<file path="config.mk">
export PLATFORM = sky130hd
export DESIGN_NAME = sfc_frame_ctrl
export DESIGN_NICKNAME = d
export VERILOG_FILES = /design/src/include/sfc_pkg.sv /design/src/core/sfc_frame_ctrl.sv /design/src/core/sfc_buf2.sv
export SDC_FILE = /design/constraint.sdc
export NUM_CORES = 1
export LEC_CHECK = 0
export BUFFER_PORTS_ARGS = -buffer_cell sky130_fd_sc_hd__buf_2
export CAP_MARGIN = 20
export CELL_PAD_IN_SITES_DETAIL_PLACEMENT = 1
export CELL_PAD_IN_SITES_GLOBAL_PLACEMENT = 1
export CORE_ASPECT_RATIO = 0.6
export CORE_MARGIN = 1
export CORE_UTILIZATION = 45
export CTS_BUF_LIST = sky130_fd_sc_hd__clkbuf_8
export DETAILED_ROUTE_END_ITERATION = 7
export PLACE_DENSITY = 0.91
export SYNTH_ARGS = -nofsm -noshare
export SYNTH_HDL_FRONTEND = slang
export SYNTH_SLANG_ARGS = --single-unit
export TNS_END_PERCENT = 10
</file>
<file path="constraint.sdc">
create_clock -name core_clk -period 8.3 [get_ports core_clk]
set_input_delay 0 -clock core_clk [delete_from_list [all_inputs] [get_ports core_clk]]
set_output_delay 0 -clock core_clk [all_outputs]
set_load 0.005 [all_outputs]
</file>
<file path="src/include/sfc_pkg.sv">
package sfc_pkg;

  // Frame geometry
  localparam int DATA_W    = 24;
  localparam int CTRL_W    = 3;
  localparam int PAY_W     = 26;
  localparam int WORD_BITS = 28;
  localparam int HI_POS    = 27;
  localparam int LO_POS    = 0;
  localparam logic HI_VAL  = 1'b1;
  localparam logic LO_VAL  = 1'b0;

  // Line rate limits in Mbps
  localparam int RATE_MIN_MBPS = 140;
  localparam int RATE_MAX_MBPS = 1400;

  // Control filter timing in parallel clocks
  localparam int CTRL_WIN       = 130;
  localparam int CTRL12_MAX_TR  = 2;
  localparam int CTRL3_MAX_TR   = 1;
  localparam int MIN_PULSE      = 3;
  localparam int CNT_W          = 8;

  // Scrambler seed
  localparam logic [PAY_W-1:0] SCR_SEED = 26'h2a5_5a5a;

  // Mode decode of the two select pins
  typedef enum logic [1:0] {
    SFC_NORM_NOFILT = 2'h0,
    SFC_NORM_FILT   = 2'h1,
    SFC_COMPAT_A    = 2'h2,
    SFC_COMPAT_B    = 2'h3
  } sfc_mode_t;

  // One parallel word with its controls
  typedef struct packed {
    logic [DATA_W-1:0] data;
    logic              verticalSync;
    logic              horizontalSync;
    logic              dataEnable;
  } sfc_word_t;

endpackage : sfc_pkg

</file>
<file path="src/core/sfc_frame_ctrl.sv">
`timescale 1ns/100ps
// Behaviour
// - one word: 24 data plus 3 controls
// - high marker set, low marker cleared
// - 26 payload bits are scrambled, balanced
// - 28 serial bit times per clock
// - line rate 140 Mbps to 1.4 Gbps
// - lock on any pattern, no training
// - extract markers, validate, then deserialize
// - 24-bit mode carries controls encoded
// - 18-bit mode adds six general signals
// - mode pins decode filter and legacy modes
// - mode also gates control filter
// - mode from pins only, ends matched
// - legacy modes per earlier family
// - filter on: 2 per 130, pulse>=3
// - filter off: 2 per 130 only
// - control three: 1 per 130
// - filter suppresses glitches on controls one and two
// - serializer generates self-test pattern
module sfc_frame_ctrl (
  // Clock and control
  input  wire logic                       core_clk,
  input  wire logic                       rst_n,
  input  wire logic                       clkEn,
  // Mode straps (pins)
  input  wire logic [1:0]                 modePins,
  input  wire logic                       colorDepth18,
  input  wire logic                       selfTestEn,
  // Parallel input
  input  wire sfc_pkg::sfc_word_t         txWord,
  input  wire logic [5:0]                 txGpio,
  input  wire logic                       txValid,
  output logic                            txReady,
  // Serial word out
  output logic [sfc_pkg::WORD_BITS-1:0]   serWord,
  output logic                            serValid,
  // Serial word in
  input  wire logic [sfc_pkg::WORD_BITS-1:0] desWord,
  input  wire logic                       desValid,
  // Parallel output
  output sfc_pkg::sfc_word_t              rxWord,
  output logic [5:0]                      rxGpio,
  output logic                            rxValid,
  input  wire logic                       rxReady,
  // Status
  output logic                            linkLock,
  output logic                            selfTestPass,
  output sfc_pkg::sfc_mode_t              activeMode
);

  // Straps pass two flops before use
  logic [1:0] modeS1_reg, modeS2_reg;
  logic       depthS1_reg, depthS2_reg;
  logic       stS1_reg, stS2_reg;
  logic       modeTaken_reg;                // Mode latched once after reset
  sfc_pkg::sfc_mode_t mode_reg;
  logic       depth18_reg;

  // Synchronisers for the straps; kept out of reset so that they already
  // hold the strap levels when reset is released and the mode is caught
  always_ff @(posedge core_clk) begin
    if (clkEn) begin
      modeS1_reg  <= modePins;
      modeS2_reg  <= modeS1_reg;
      depthS1_reg <= colorDepth18;
      depthS2_reg <= depthS1_reg;
      stS1_reg    <= selfTestEn;
      stS2_reg    <= stS1_reg;
    end
  end

  // Mode is caught after release and held; no register path exists
  always_ff @(posedge core_clk) begin
    if (!rst_n) begin
      modeTaken_reg <= 1'b0;
      mode_reg      <= sfc_pkg::SFC_NORM_NOFILT;
      depth18_reg   <= 1'b0;
    end else if (clkEn && !modeTaken_reg) begin
      modeTaken_reg <= 1'b1;
      mode_reg      <= sfc_pkg::sfc_mode_t'(modeS2_reg);
      depth18_reg   <= depthS2_reg;
    end
  end

  assign activeMode = mode_reg;
  wire filtOn   = (mode_reg == sfc_pkg::SFC_NORM_FILT);
  wire compatA  = (mode_reg == sfc_pkg::SFC_COMPAT_A);
  wire compatB  = (mode_reg == sfc_pkg::SFC_COMPAT_B);
  wire isNormal = !compatA && !compatB;

  // Control filter per signal: glitch reject then transition budget
  logic [2:0] ctrlIn;
  logic [2:0] ctrlOut;
  assign ctrlIn = {txWord.verticalSync, txWord.horizontalSync, txWord.dataEnable};
  wire  step    = clkEn && txValid && txReady && modeTaken_reg;

  genvar gi;
  generate
    for (gi = 0; gi < sfc_pkg::CTRL_W; gi++) begin : gCtrl
      logic [sfc_pkg::CNT_W-1:0] win_reg;    // Cycles since window start
      logic [1:0]                trCnt_reg;  // Transitions passed this window
      logic [1:0]                stab_reg;   // Run length of a new level
      logic                      out_reg;    // Level sent on the link
      wire  [1:0] maxTr  = (gi == 2) ? 2'(sfc_pkg::CTRL3_MAX_TR) : 2'(sfc_pkg::CTRL12_MAX_TR);
      wire        useMin = filtOn && (gi != 2);
      wire        differs = (ctrlIn[gi] != out_reg);
      // Glitch filter needs the new level for MIN_PULSE clocks
      wire        stable = !useMin || (stab_reg >= 2'(sfc_pkg::MIN_PULSE - 1));
      wire        budget = (trCnt_reg < maxTr);
      wire        take   = differs && stable && budget;
      always_ff @(posedge core_clk) begin
        if (!rst_n) begin
          win_reg   <= '0;
          trCnt_reg <= 2'h0;
          stab_reg  <= 2'h0;
          out_reg   <= 1'b0;
        end else if (step) begin
          // Window restarts every CTRL_WIN clocks
          if (win_reg == sfc_pkg::CNT_W'(sfc_pkg::CTRL_WIN - 1)) begin
            win_reg   <= '0;
            trCnt_reg <= 2'h0;
          end else begin
            win_reg   <= win_reg + 1'b1;
            trCnt_reg <= trCnt_reg + {1'b0, take};
          end
          if (take) begin
            out_reg <= ctrlIn[gi];
          end
          if (!differs || take) begin
            stab_reg <= 2'h0;
          end else if (stab_reg != 2'h3) begin
            stab_reg <= stab_reg + 1'b1;
          end
        end
      end
      // Legacy modes pass controls untouched
      assign ctrlOut[gi] = isNormal ? out_reg : ctrlIn[gi];
    end
  endgenerate

  // Self-test pattern source: counter advanced once per accepted word
  logic [sfc_pkg::DATA_W-1:0] bistCnt_reg;
  always_ff @(posedge core_clk) begin
    if (!rst_n) begin
      bistCnt_reg <= '0;
    end else if (step) begin
      bistCnt_reg <= bistCnt_reg + 1'b1;
    end
  end

  // Payload: data, controls, gpio share in 18-bit mode
  logic [sfc_pkg::DATA_W-1:0] txData;
  logic [sfc_pkg::PAY_W-1:0]  plain;
  assign txData = stS2_reg ? bistCnt_reg :
                  depth18_reg ? {txGpio, txWord.data[17:0]} :
                  txWord.data;
  // 24 data, 1 DC-balance flag, 1 packed control bit position
  // Controls ride only as their parity, in the top bit of the field
  assign plain = {^ctrlOut, txData, 1'b0};

  // Scrambler: LFSR stepped per word on both ends
  logic [sfc_pkg::PAY_W-1:0] txLfsr_reg, rxLfsr_reg;
  function automatic logic [sfc_pkg::PAY_W-1:0] lfsrNext(input logic [sfc_pkg::PAY_W-1:0] s);
    lfsrNext = {s[24:0], s[25] ^ s[5] ^ s[1] ^ s[0]};
  endfunction : lfsrNext

  // DC balance: invert payload when it has more ones than half
  // Bit 0 of the field is the inversion flag the receiver keys on
  wire [sfc_pkg::PAY_W-1:0] scr = plain ^ txLfsr_reg;
  wire [4:0] ones = 5'($countones(scr));
  wire       inv  = (ones > 5'd13);
  wire [sfc_pkg::PAY_W-1:0] bal = inv ? {~scr[sfc_pkg::PAY_W-1:1], 1'b1} :
                                        {scr[sfc_pkg::PAY_W-1:1], 1'b0};

  // Controls kept beside the scrambled field; frame of 28 bits
  logic [2:0] txCtrl_reg;
  always_ff @(posedge core_clk) begin
    if (!rst_n) begin
      serWord    <= '0;
      serValid   <= 1'b0;
      txLfsr_reg <= sfc_pkg::SCR_SEED;
      txCtrl_reg <= 3'h0;
    end else if (clkEn) begin
      serValid <= step;
      if (step) begin
        serWord    <= {sfc_pkg::HI_VAL, bal, sfc_pkg::LO_VAL};
        txLfsr_reg <= lfsrNext(txLfsr_reg);
        txCtrl_reg <= ctrlOut;
      end
    end
  end
  assign txReady = 1'b1;

  // Receiver: marker check, lock after a run of good frames
  wire markOk = desWord[sfc_pkg::HI_POS] == sfc_pkg::HI_VAL &&
                desWord[sfc_pkg::LO_POS] == sfc_pkg::LO_VAL;
  logic [2:0] goodRun_reg;
  wire [sfc_pkg::PAY_W-1:0] rxBal = desWord[sfc_pkg::PAY_W:1];
  wire [sfc_pkg::PAY_W-1:0] rxScr = rxBal[0] ? ~rxBal ^ 26'h1 : rxBal;
  wire [sfc_pkg::PAY_W-1:0] rxPln = rxScr ^ rxLfsr_reg;

  // Lock needs no pattern: any stream with markers counts
  always_ff @(posedge core_clk) begin
    if (!rst_n) begin
      goodRun_reg <= 3'h0;
      linkLock    <= 1'b0;
      rxLfsr_reg  <= sfc_pkg::SCR_SEED;
    end else if (clkEn && desValid) begin
      if (!markOk) begin
        goodRun_reg <= 3'h0;
        linkLock    <= 1'b0;
      end else if (goodRun_reg != 3'h7) begin
        goodRun_reg <= goodRun_reg + 1'b1;
      end else begin
        linkLock <= 1'b1;
      end
      rxLfsr_reg <= lfsrNext(rxLfsr_reg);
    end
  end

  // Decoded word enters the buffer only while locked
  sfc_pkg::sfc_word_t rxIn;
  assign rxIn.data           = rxPln[sfc_pkg::PAY_W-2:1];
  assign rxIn.verticalSync   = txCtrl_reg[2];
  assign rxIn.horizontalSync = txCtrl_reg[1];
  assign rxIn.dataEnable     = txCtrl_reg[0];
  wire bufIn = clkEn && desValid && markOk && linkLock;
  logic [26:0] bufOut;

  sfc_buf2 #(.W(27)) uBuf (
    .core_clk (core_clk),
    .rst_n    (rst_n),
    .clkEn    (clkEn),
    .inValid  (bufIn),
    .inReady  (),             // No link back-pressure: a full buffer drops
    .inData   (rxIn),
    .outValid (rxValid),
    .outReady (rxReady),
    .outData  (bufOut)
  );

  // Self-test compare against the rx pattern counter
  logic [sfc_pkg::DATA_W-1:0] rxCnt_reg;
  always_ff @(posedge core_clk) begin
    if (!rst_n) begin
      rxCnt_reg    <= '0;
      selfTestPass <= 1'b0;
    end else if (bufIn) begin
      rxCnt_reg    <= rxIn.data + 1'b1;
      selfTestPass <= stS2_reg && (rxIn.data == rxCnt_reg);
    end
  end

  assign rxWord = bufOut;
  assign rxGpio = depth18_reg ? bufOut[26:21] : 6'h0;

  // Markers always correct on every frame sent
  chk_marker_bits: assert property (@(posedge core_clk) disable iff (!rst_n)
    serValid |-> serWord[27] && !serWord[0]) else $error("marker wrong");
  // Balanced field never carries more than half ones
  chk_dc_balance: assert property (@(posedge core_clk) disable iff (!rst_n)
    serValid |-> $countones(serWord[26:2]) <= 13) else $error("unbalanced");
  // Mode frozen once taken
  chk_mode_hold: assert property (@(posedge core_clk) disable iff (!rst_n)
    modeTaken_reg && $past(modeTaken_reg) |-> $stable(mode_reg)) else $error("mode moved");
  // Control three never exceeds budget
  chk_ctrl3_budget: assert property (@(posedge core_clk) disable iff (!rst_n)
    gCtrl[2].trCnt_reg <= 2'h1) else $error("ctrl3 budget");
  // Controls one and two stay within two transitions
  chk_ctrl12_budget: assert property (@(posedge core_clk) disable iff (!rst_n)
    gCtrl[0].trCnt_reg <= 2'h2 && gCtrl[1].trCnt_reg <= 2'h2) else $error("ctrl budget");
  // Filter on: a one-cycle glitch on control two is never taken
  chk_glitch_reject: assert property (@(posedge core_clk) disable iff (!rst_n)
    filtOn && gCtrl[1].take |-> gCtrl[1].stab_reg >= 2'h2) else $error("glitch passed");
  // Lock drops the cycle after a bad marker
  chk_lock_drop: assert property (@(posedge core_clk) disable iff (!rst_n)
    clkEn && desValid && !markOk |=> !linkLock) else $error("lock kept");
  // Word out follows accepted word
  chk_ser_follow: assert property (@(posedge core_clk) disable iff (!rst_n)
    clkEn && step |=> serValid) else $error("no frame");
  // Legacy mode disables filtering
  chk_compat_pass: assert property (@(posedge core_clk) disable iff (!rst_n)
    compatA || compatB |-> ctrlOut == ctrlIn) else $error("compat filtered");

endmodule : sfc_frame_ctrl

</file>
<file path="src/core/sfc_buf2.sv">
`timescale 1ns/100ps
// Two-entry skid buffer; when full it drops inReady and takes no new word
module sfc_buf2 #(
  parameter int W = 27
) (
  // Clock and control
  input  wire logic         core_clk,
  input  wire logic         rst_n,
  input  wire logic         clkEn,
  // Fill side
  input  wire logic         inValid,
  output logic              inReady,
  input  wire logic [W-1:0] inData,
  // Drain side
  output logic              outValid,
  input  wire logic         outReady,
  output logic [W-1:0]      outData
);

  logic [W-1:0] mem_reg [2];    // Storage entries
  logic         wrPtr_reg;      // Write index
  logic         rdPtr_reg;      // Read index
  logic [1:0]   count_reg;      // Occupancy
  wire          doWr = inValid && inReady;
  wire          doRd = outValid && outReady;

  assign inReady  = (count_reg != 2'h2);
  assign outValid = (count_reg != 2'h0);
  assign outData  = mem_reg[rdPtr_reg];

  // Pointer and occupancy update
  always_ff @(posedge core_clk) begin
    if (!rst_n) begin
      wrPtr_reg <= 1'b0;
      rdPtr_reg <= 1'b0;
      count_reg <= 2'h0;
    end else if (clkEn) begin
      if (doWr) begin
        mem_reg[wrPtr_reg] <= inData;
        wrPtr_reg          <= ~wrPtr_reg;
      end
      if (doRd) begin
        rdPtr_reg <= ~rdPtr_reg;
      end
      count_reg <= count_reg + {1'b0, doWr} - {1'b0, doRd};
    end
  end

endmodule : sfc_buf2

</file>
# Word-level counts from Yosys, hierarchy flattened
# Memories as Yosys holds them, arrays and structs flattened. A register that Yosys moved wholly into a read port is not among the register bits.
# Index checks and enable logic that the tools add are counted.
dict set report totals {
  register_bits 189
  rom_bits 0
  n_memories 1
  latchBits 0
  word_cells 176
  ram_bits 54
  out_inout_bits 68
}
# name depth word_bits rd rd_ports_with_merged_regs write_ports line_no
set memory_table {}
lappend memory_table {uBuf.mem_reg 2 27 1 1 1 sfc_buf2.sv:20} ;# logic [W-1:0] mem_reg [2];
dict set report op_classes {
  eq_ne 16
  n_bitwise 14
  n_lt_le_gt_ge 6
  n_shift 0
  mul 0
  n_mux 28
  div_mod_pow 0
  reduce_logical 40
  add_sub_neg 38
}
# cell n
set op_table {}
lappend op_table {{$not 25->25} 2}
lappend op_table {{$add 24x1->24 const B} 2}
lappend op_table {{$mux 24} 2}
lappend op_table {{$add 1x1->2} 13}
lappend op_table {{$mux 26} 1}
lappend op_table {{$xor 26x26->26} 1}
lappend op_table {{$mux 25} 1}
lappend op_table {{$xor 25x25->25} 1}
lappend op_table {{$add 8x1->8 const B} 3}
lappend op_table {{$eq 24x24->1} 1}
lappend op_table {{$eq 8x8->1 const B} 3}
lappend op_table {{$mux 8} 3}
lappend op_table {{$reduce_and 2->1} 10}
lappend op_table {{$add 2x2->3} 6}
lappend op_table {{$logic_and 1x1->1} 16}
lappend op_table {{$mux 2} 7}
lappend op_table {{$add 3x3->4} 3}
lappend op_table {{$mux 1} 11}
lappend op_table {{$add 2x1->2} 4}
lappend op_table {{$ne 2x2->1 const B} 4}
lappend op_table {{$logic_not 1->1} 6}
lappend op_table {{$mux 3} 2}
lappend op_table {{$mux 6} 1}
lappend op_table {{$reduce_bool 2->1} 3}
lappend op_table {{19 further kinds} 36}

# Longest topological paths before layout
dict set report depth {
  ltp_word 13
  depth_mapped 27
  ltp_nobuf 23
}

# By module
# Synthesis repeated with hierarchy kept, for this count alone.
dict set report unflattened {
  hier_cells 1291
  hier_area_um2 12348.1
}
# mod seq_area_each_um2 cells_per_inst area_each_um2 instances
set modules_own_cells {}
lappend modules_own_cells {sfc_frame_ctrl 3783.6 1178 10034.6 1}
lappend modules_own_cells {sfc_buf2 1721.7 113 2313.5 1}

# Worst setup path after synthesis
# No wires, ideal clock.
dict set report synth_timing {
  kind {reg2reg}
  startpoint {register stS2_reg}
  endpoint {register serWord[20] in the netlist's numbering}
  period_less_slack_ns 6.377
  required_time_ns 8.167
  stages_incl_launch_ff 25
  slack_ns 1.923
  arrival_time_ns 6.245
  setup_time_ns 0.133
  path_cell_list {edfxtp_1 -> clkbuf_1 -> clkbuf_1 -> mux2i_1 -> xnor2_1 -> fa_1 -> fa_1 -> fa_1 -> fa_1 -> inv_1 -> fa_1 -> fa_1 -> inv_1 -> ha_1 -> inv_1 -> fa_1 -> inv_1 -> a21o_1 -> a21oi_1 -> xor2_1 -> o31ai_1 -> clkbuf_1 -> buf_2 -> xnor2_1 -> a21oi_1}
}
dict set report synth_via {
  elab_chain_len 9
}
# item line_no
set synth_lines {}
lappend synth_lines {{start, declared} sfc_frame_ctrl.sv:55} ;# logic stS1_reg, stS2_reg;
lappend synth_lines {{start signal, assigned} sfc_frame_ctrl.sv:69} ;# stS2_reg <= stS1_reg;
lappend synth_lines {{$mux 24 *} sfc_frame_ctrl.sv:155} ;# assign txData = stS2_reg ? bistCnt_reg :
lappend synth_lines {{$xor 26x26->26 *} sfc_frame_ctrl.sv:170} ;# wire [sfc_pkg::PAY_W-1:0] scr = plain ^ txLfsr_reg;
lappend synth_lines {{$add 1x1->2 (not written as such)} sfc_frame_ctrl.sv:171} ;# wire [4:0] ones = 5'($countones(scr));
lappend synth_lines {{$add 2x2->3 (not written as such)} sfc_frame_ctrl.sv:171}
lappend synth_lines {{$add 3x3->4 (not written as such)} sfc_frame_ctrl.sv:171}
lappend synth_lines {{$add 4x4->5 (not written as such) or $add 4x2->5 (tied branches)} sfc_frame_ctrl.sv:171}
lappend synth_lines {{$add 5x5->5 (not written as such)} sfc_frame_ctrl.sv:171}
lappend synth_lines {{$gt 5x4->1} sfc_frame_ctrl.sv:172} ;# wire inv = (ones > 5'd13);
lappend synth_lines {{$mux 26 *} sfc_frame_ctrl.sv:173} ;# wire [sfc_pkg::PAY_W-1:0] bal = inv ? {~scr[sfc_pkg::PAY_W-1:1], 1'b1} :
lappend synth_lines {{end signal, assigned} sfc_frame_ctrl.sv:187} ;# serWord <= {sfc_pkg::HI_VAL, bal, sfc_pkg::LO_VAL};
lappend synth_lines {{end, declared} sfc_frame_ctrl.sv:36} ;# output logic [sfc_pkg::WORD_BITS-1:0] serWord,
# Every way passes the cells marked *; elsewhere a longest branch is shown, timed or not.
# A chain may end at the register's enable or synchronous reset.

# Worst setup path in the final report
dict set report layout_timing {
  startpoint {register depth18_reg}
  endpoint {register serWord[14] in the netlist's numbering}
}
dict set report layout_via {
  elab_chain_len 10
}
# item line_no
set layout_lines {}
lappend layout_lines {{start, declared} sfc_frame_ctrl.sv:58} ;# logic depth18_reg;
lappend layout_lines {{start signal, assigned} sfc_frame_ctrl.sv:82} ;# depth18_reg <= depthS2_reg;
lappend layout_lines {{$mux 24 *} sfc_frame_ctrl.sv:156} ;# depth18_reg ? {txGpio, txWord.data[17:0]} :
lappend layout_lines {{$mux 24 *} sfc_frame_ctrl.sv:155}
lappend layout_lines {{$xor 26x26->26 *} sfc_frame_ctrl.sv:170}
lappend layout_lines {{$add 1x1->2 (not written as such)} sfc_frame_ctrl.sv:171}
lappend layout_lines {{$add 2x2->3 (not written as such)} sfc_frame_ctrl.sv:171}
lappend layout_lines {{$add 3x3->4 (not written as such)} sfc_frame_ctrl.sv:171}
lappend layout_lines {{$add 4x2->5 (not written as such) *} sfc_frame_ctrl.sv:171}
lappend layout_lines {{$add 5x5->5 (not written as such) *} sfc_frame_ctrl.sv:171}
lappend layout_lines {{$gt 5x4->1 *} sfc_frame_ctrl.sv:172}
lappend layout_lines {{$mux 26 *} sfc_frame_ctrl.sv:173}
# Marks and branches as above.

==> out/qor.yml <==
cp_data_required_time_ns: 8.68
clock_sinks: 244
cts_tree: "yes"
fillers: 3026
period_minus_slack_ns: 7.086
holdPathStages: 4
antenna_left: 0
holdWs_ns: 0.01862
grt_use_total_pct: 26.31
die_x_um: 213.6
first_pass_iters: 5
overflow: 0
end_kind: "flip-flop"
power_mw: 4.958
start_kind: "flip-flop"
clock_latency_ns: 0.54
grt_max_degree: 80
drive_above_1_share_pct: 17.56
clk_pin_slew_worst_paths_ns: 0.06
slew_headroom_pct: 28.15
synth_cells: 1263
cts_buffer_depth: 3
dp.cells: 1706
hpwl_mm: 25.14
drv_slew: 0
ys_seq_elements: 244
worstMarginPinSlew_ns: 1.078
area_delta_synth_final_pct: 15.47
cap_viol_max_count: 0
peakVddDrop_mv: 0.5742
die-area_mm2: 0.02755
viasPerCell: 5.446
fin_crit_sh_pct: 85.38
critPathKind: "flip-flop to flip-flop"
hold_path.class: "primary input to flip-flop"
syn-num-nets: 1380
numCtsBuffers: 40
synth_seq_area_share_pct: 45.54
setup_viol: 0
synth-edff-count: 62
rows: 46
fin_nets: 1517
hold_viol_final: 0
die_y_um: 129.0
finalClockSkew_ns: 0.02611
fin_cells: 1790
cp.arrival_ns: 7.47
fmax_ghz: 0.1411
drtIter0Drc: 710
avgSynthCellArea_um2: 9.572
vias: 9748
initial_core_util_pct: 45.76
largest_reg_flops: 54
status: "completed"
portBuffers: 135
ctsResizeCount: 0
path_max_fanout: 16
drc_errors: 0
ys.flop_type: "dfxtp_1"
gp_congestion: 0.9113
post-cts-setup-buffers: 0
grt_first_pass_wirelength_mm: 55.55
antenna_found_initial: 0
grt_setup_unrepaired: "no"
wl_per_cell_um: 20.12
core_area_mm2: 0.02642
first_global_vias: 10030
synthArstFlopShare_pct: 0
synth_cell_types: 61
powerDensity_mw_per_mm2: 355.2
htree_levels: 2
routed_wirelength_mm: 36.01
num_io_pins: 139
synth_area_mm2: 0.01209
leakage_nw: 5.596
yosysWarnings: 0
rr_worst_depth: 21
root_buffer: "clkbuf_8"
fin_tns_setup_ns: 0
==> metrics by stage <==
stage / setup WS, ns / utilization, % / area, um^2
final: 1.214 / 52.84 / 13960
after floorplan: 1.923 / - / 12090
after detailed placement: 1.225 / 49.43 / 13060
after global routing: 0.8368 / 52.83 / 13960
after CTS: 1.191 / 52.81 / 13950
after global placement: 1.428 / 49.43 / 13060
==> area by class of cell <==
| cell class | instances | area [um^2] | area share, % |
|---|---|---|---|
| multi-input cells | 919 | 6195 | 44.38 |
| flip-flops and latches | 244 | 5505 | 39.44 |
| clock inverters | 21 | 95.09 | 0.6812 |
| diodes | 1 | 2.502 | 0.01793 |
| inverters | 34 | 127.6 | 0.9142 |
| well taps | 360 | 450.4 | 3.227 |
| clock buffers | 50 | 688.2 | 4.930 |
| repair buffers | 161 | 895.9 | 6.418 |
==> placed cells by master (no fill, tap or decap), types with 3 or more instances in the layout <==
cell type and n:
a21oi_1 64, fa_1 18, ha_1 28, nor2_1 106, a21o_1 6, nor2b_1 5, or3_1 5, mux2i_1 33
clkinv_2 3, buf_2 135, o21ai_0 55, and2_1 11, and4_1 5, nor4_1 4, mux2_2 27, xor2_1 84
dlygate4sd3_1 11, nand2_1 167, o22ai_1 4, and3_1 16, xnor2_1 109, a22oi_1 4, a211oi_1 14, nor3_1 13
inv_1 46, edfxtp_1 62, buf_4 14, o21ai_1 3, dfxtp_1 182, nand4_1 26, clkbuf_8 50, nand3_1 73
==> cell families (layout without fill, tap and decap cells) <==
kind of cell / after synthesis / after routing / synth area share [%]
AOI/OAI and AO/OA: 167 / 167 / 8.063
buffers and inverters: 100 / 266 / 3.405
muxes: 60 / 60 / 5.247
DFF: 244 / 244 / 45.54
other: 2 / 3 / 0.06212
and+or+nand+nor: 444 / 444 / 16.68
adders and majority gates: 46 / 46 / 5.879
xor gates and xnor gates: 200 / 200 / 15.12
==> cell usage after synthesis (26+ instances only) <==
cell / n / area, um^2
dfxtp_1: 182 / 3643
nand2_1: 167 / 626.9
xnor2_1: 109 / 954.7
nor2_1: 107 / 401.6
xor2_1: 84 / 735.7
nand3_1: 74 / 370.4
a21oi_1: 64 / 320.3
edfxtp_1: 62 / 1862
o21ai_0: 55 / 275.3
clkbuf_1: 47 / 176.4
inv_1: 33 / 123.9
mux2i_1: 33 / 330.3
ha_1: 28 / 350.3
mux2_2: 27 / 304.0
nand4_1: 26 / 162.7
==> routing by layer <==
metal	share of wire [%]	global-route usage (%)	up-vias
met1	48	38.42	4782
met2	43	38.85	311
met4	2.4	7.605	0
met3	6.8	5.736	81
met5	0	0	-
li1	-	-	4574
==> final timing paths <==
check	startpoint	endpoint	slack, ns
setup / recovery	depth18_reg$_SDFFE_PN0P_	serWord[14]$_SDFFE_PN0P_	1.21
hold / removal	desWord[27]	linkLock$_SDFFE_PN0P_	0.02
setup reg to reg	depth18_reg$_SDFFE_PN0P_	serWord[14]$_SDFFE_PN0P_	1.21
hold reg to reg	stS1_reg$_DFFE_PP_	stS2_reg$_DFFE_PP_	0.42
==> critical path: stages, from the launching register on <==
cell,delay (ns)
dfxtp_1,0.56
mux2i_1,0.14
o21ai_0,0.37
xor2_1,0.19
fa_1,0.54
inv_1,0.06
fa_1,0.53
inv_1,0.05
fa_1,0.47
fa_1,0.50
inv_1,0.06
fa_1,0.50
fa_1,0.48
inv_1,0.07
ha_1,0.18
inv_1,0.06
fa_1,0.39
xor2_1,0.18
o31ai_4,0.91
buf_4,0.39
xnor2_1,0.17
o21ai_0,0.11
==> where the power goes <==
| group | switching, mW | total [mW] | internal (mW) |
|---|---|---|---|
| Combinational | 1.49 | 2.58 | 1.08 |
| Sequential | 0.0481 | 1.34 | 1.29 |
| Clock | 0.495 | 1.04 | 0.543 |
==> what timing repair did <==
action	in CTS	in global routing
endpoints found under the setup margin	0	0
hold endpoints to repair	29	0
hold buffers	11	0
(Power assumes the default switching activity.)
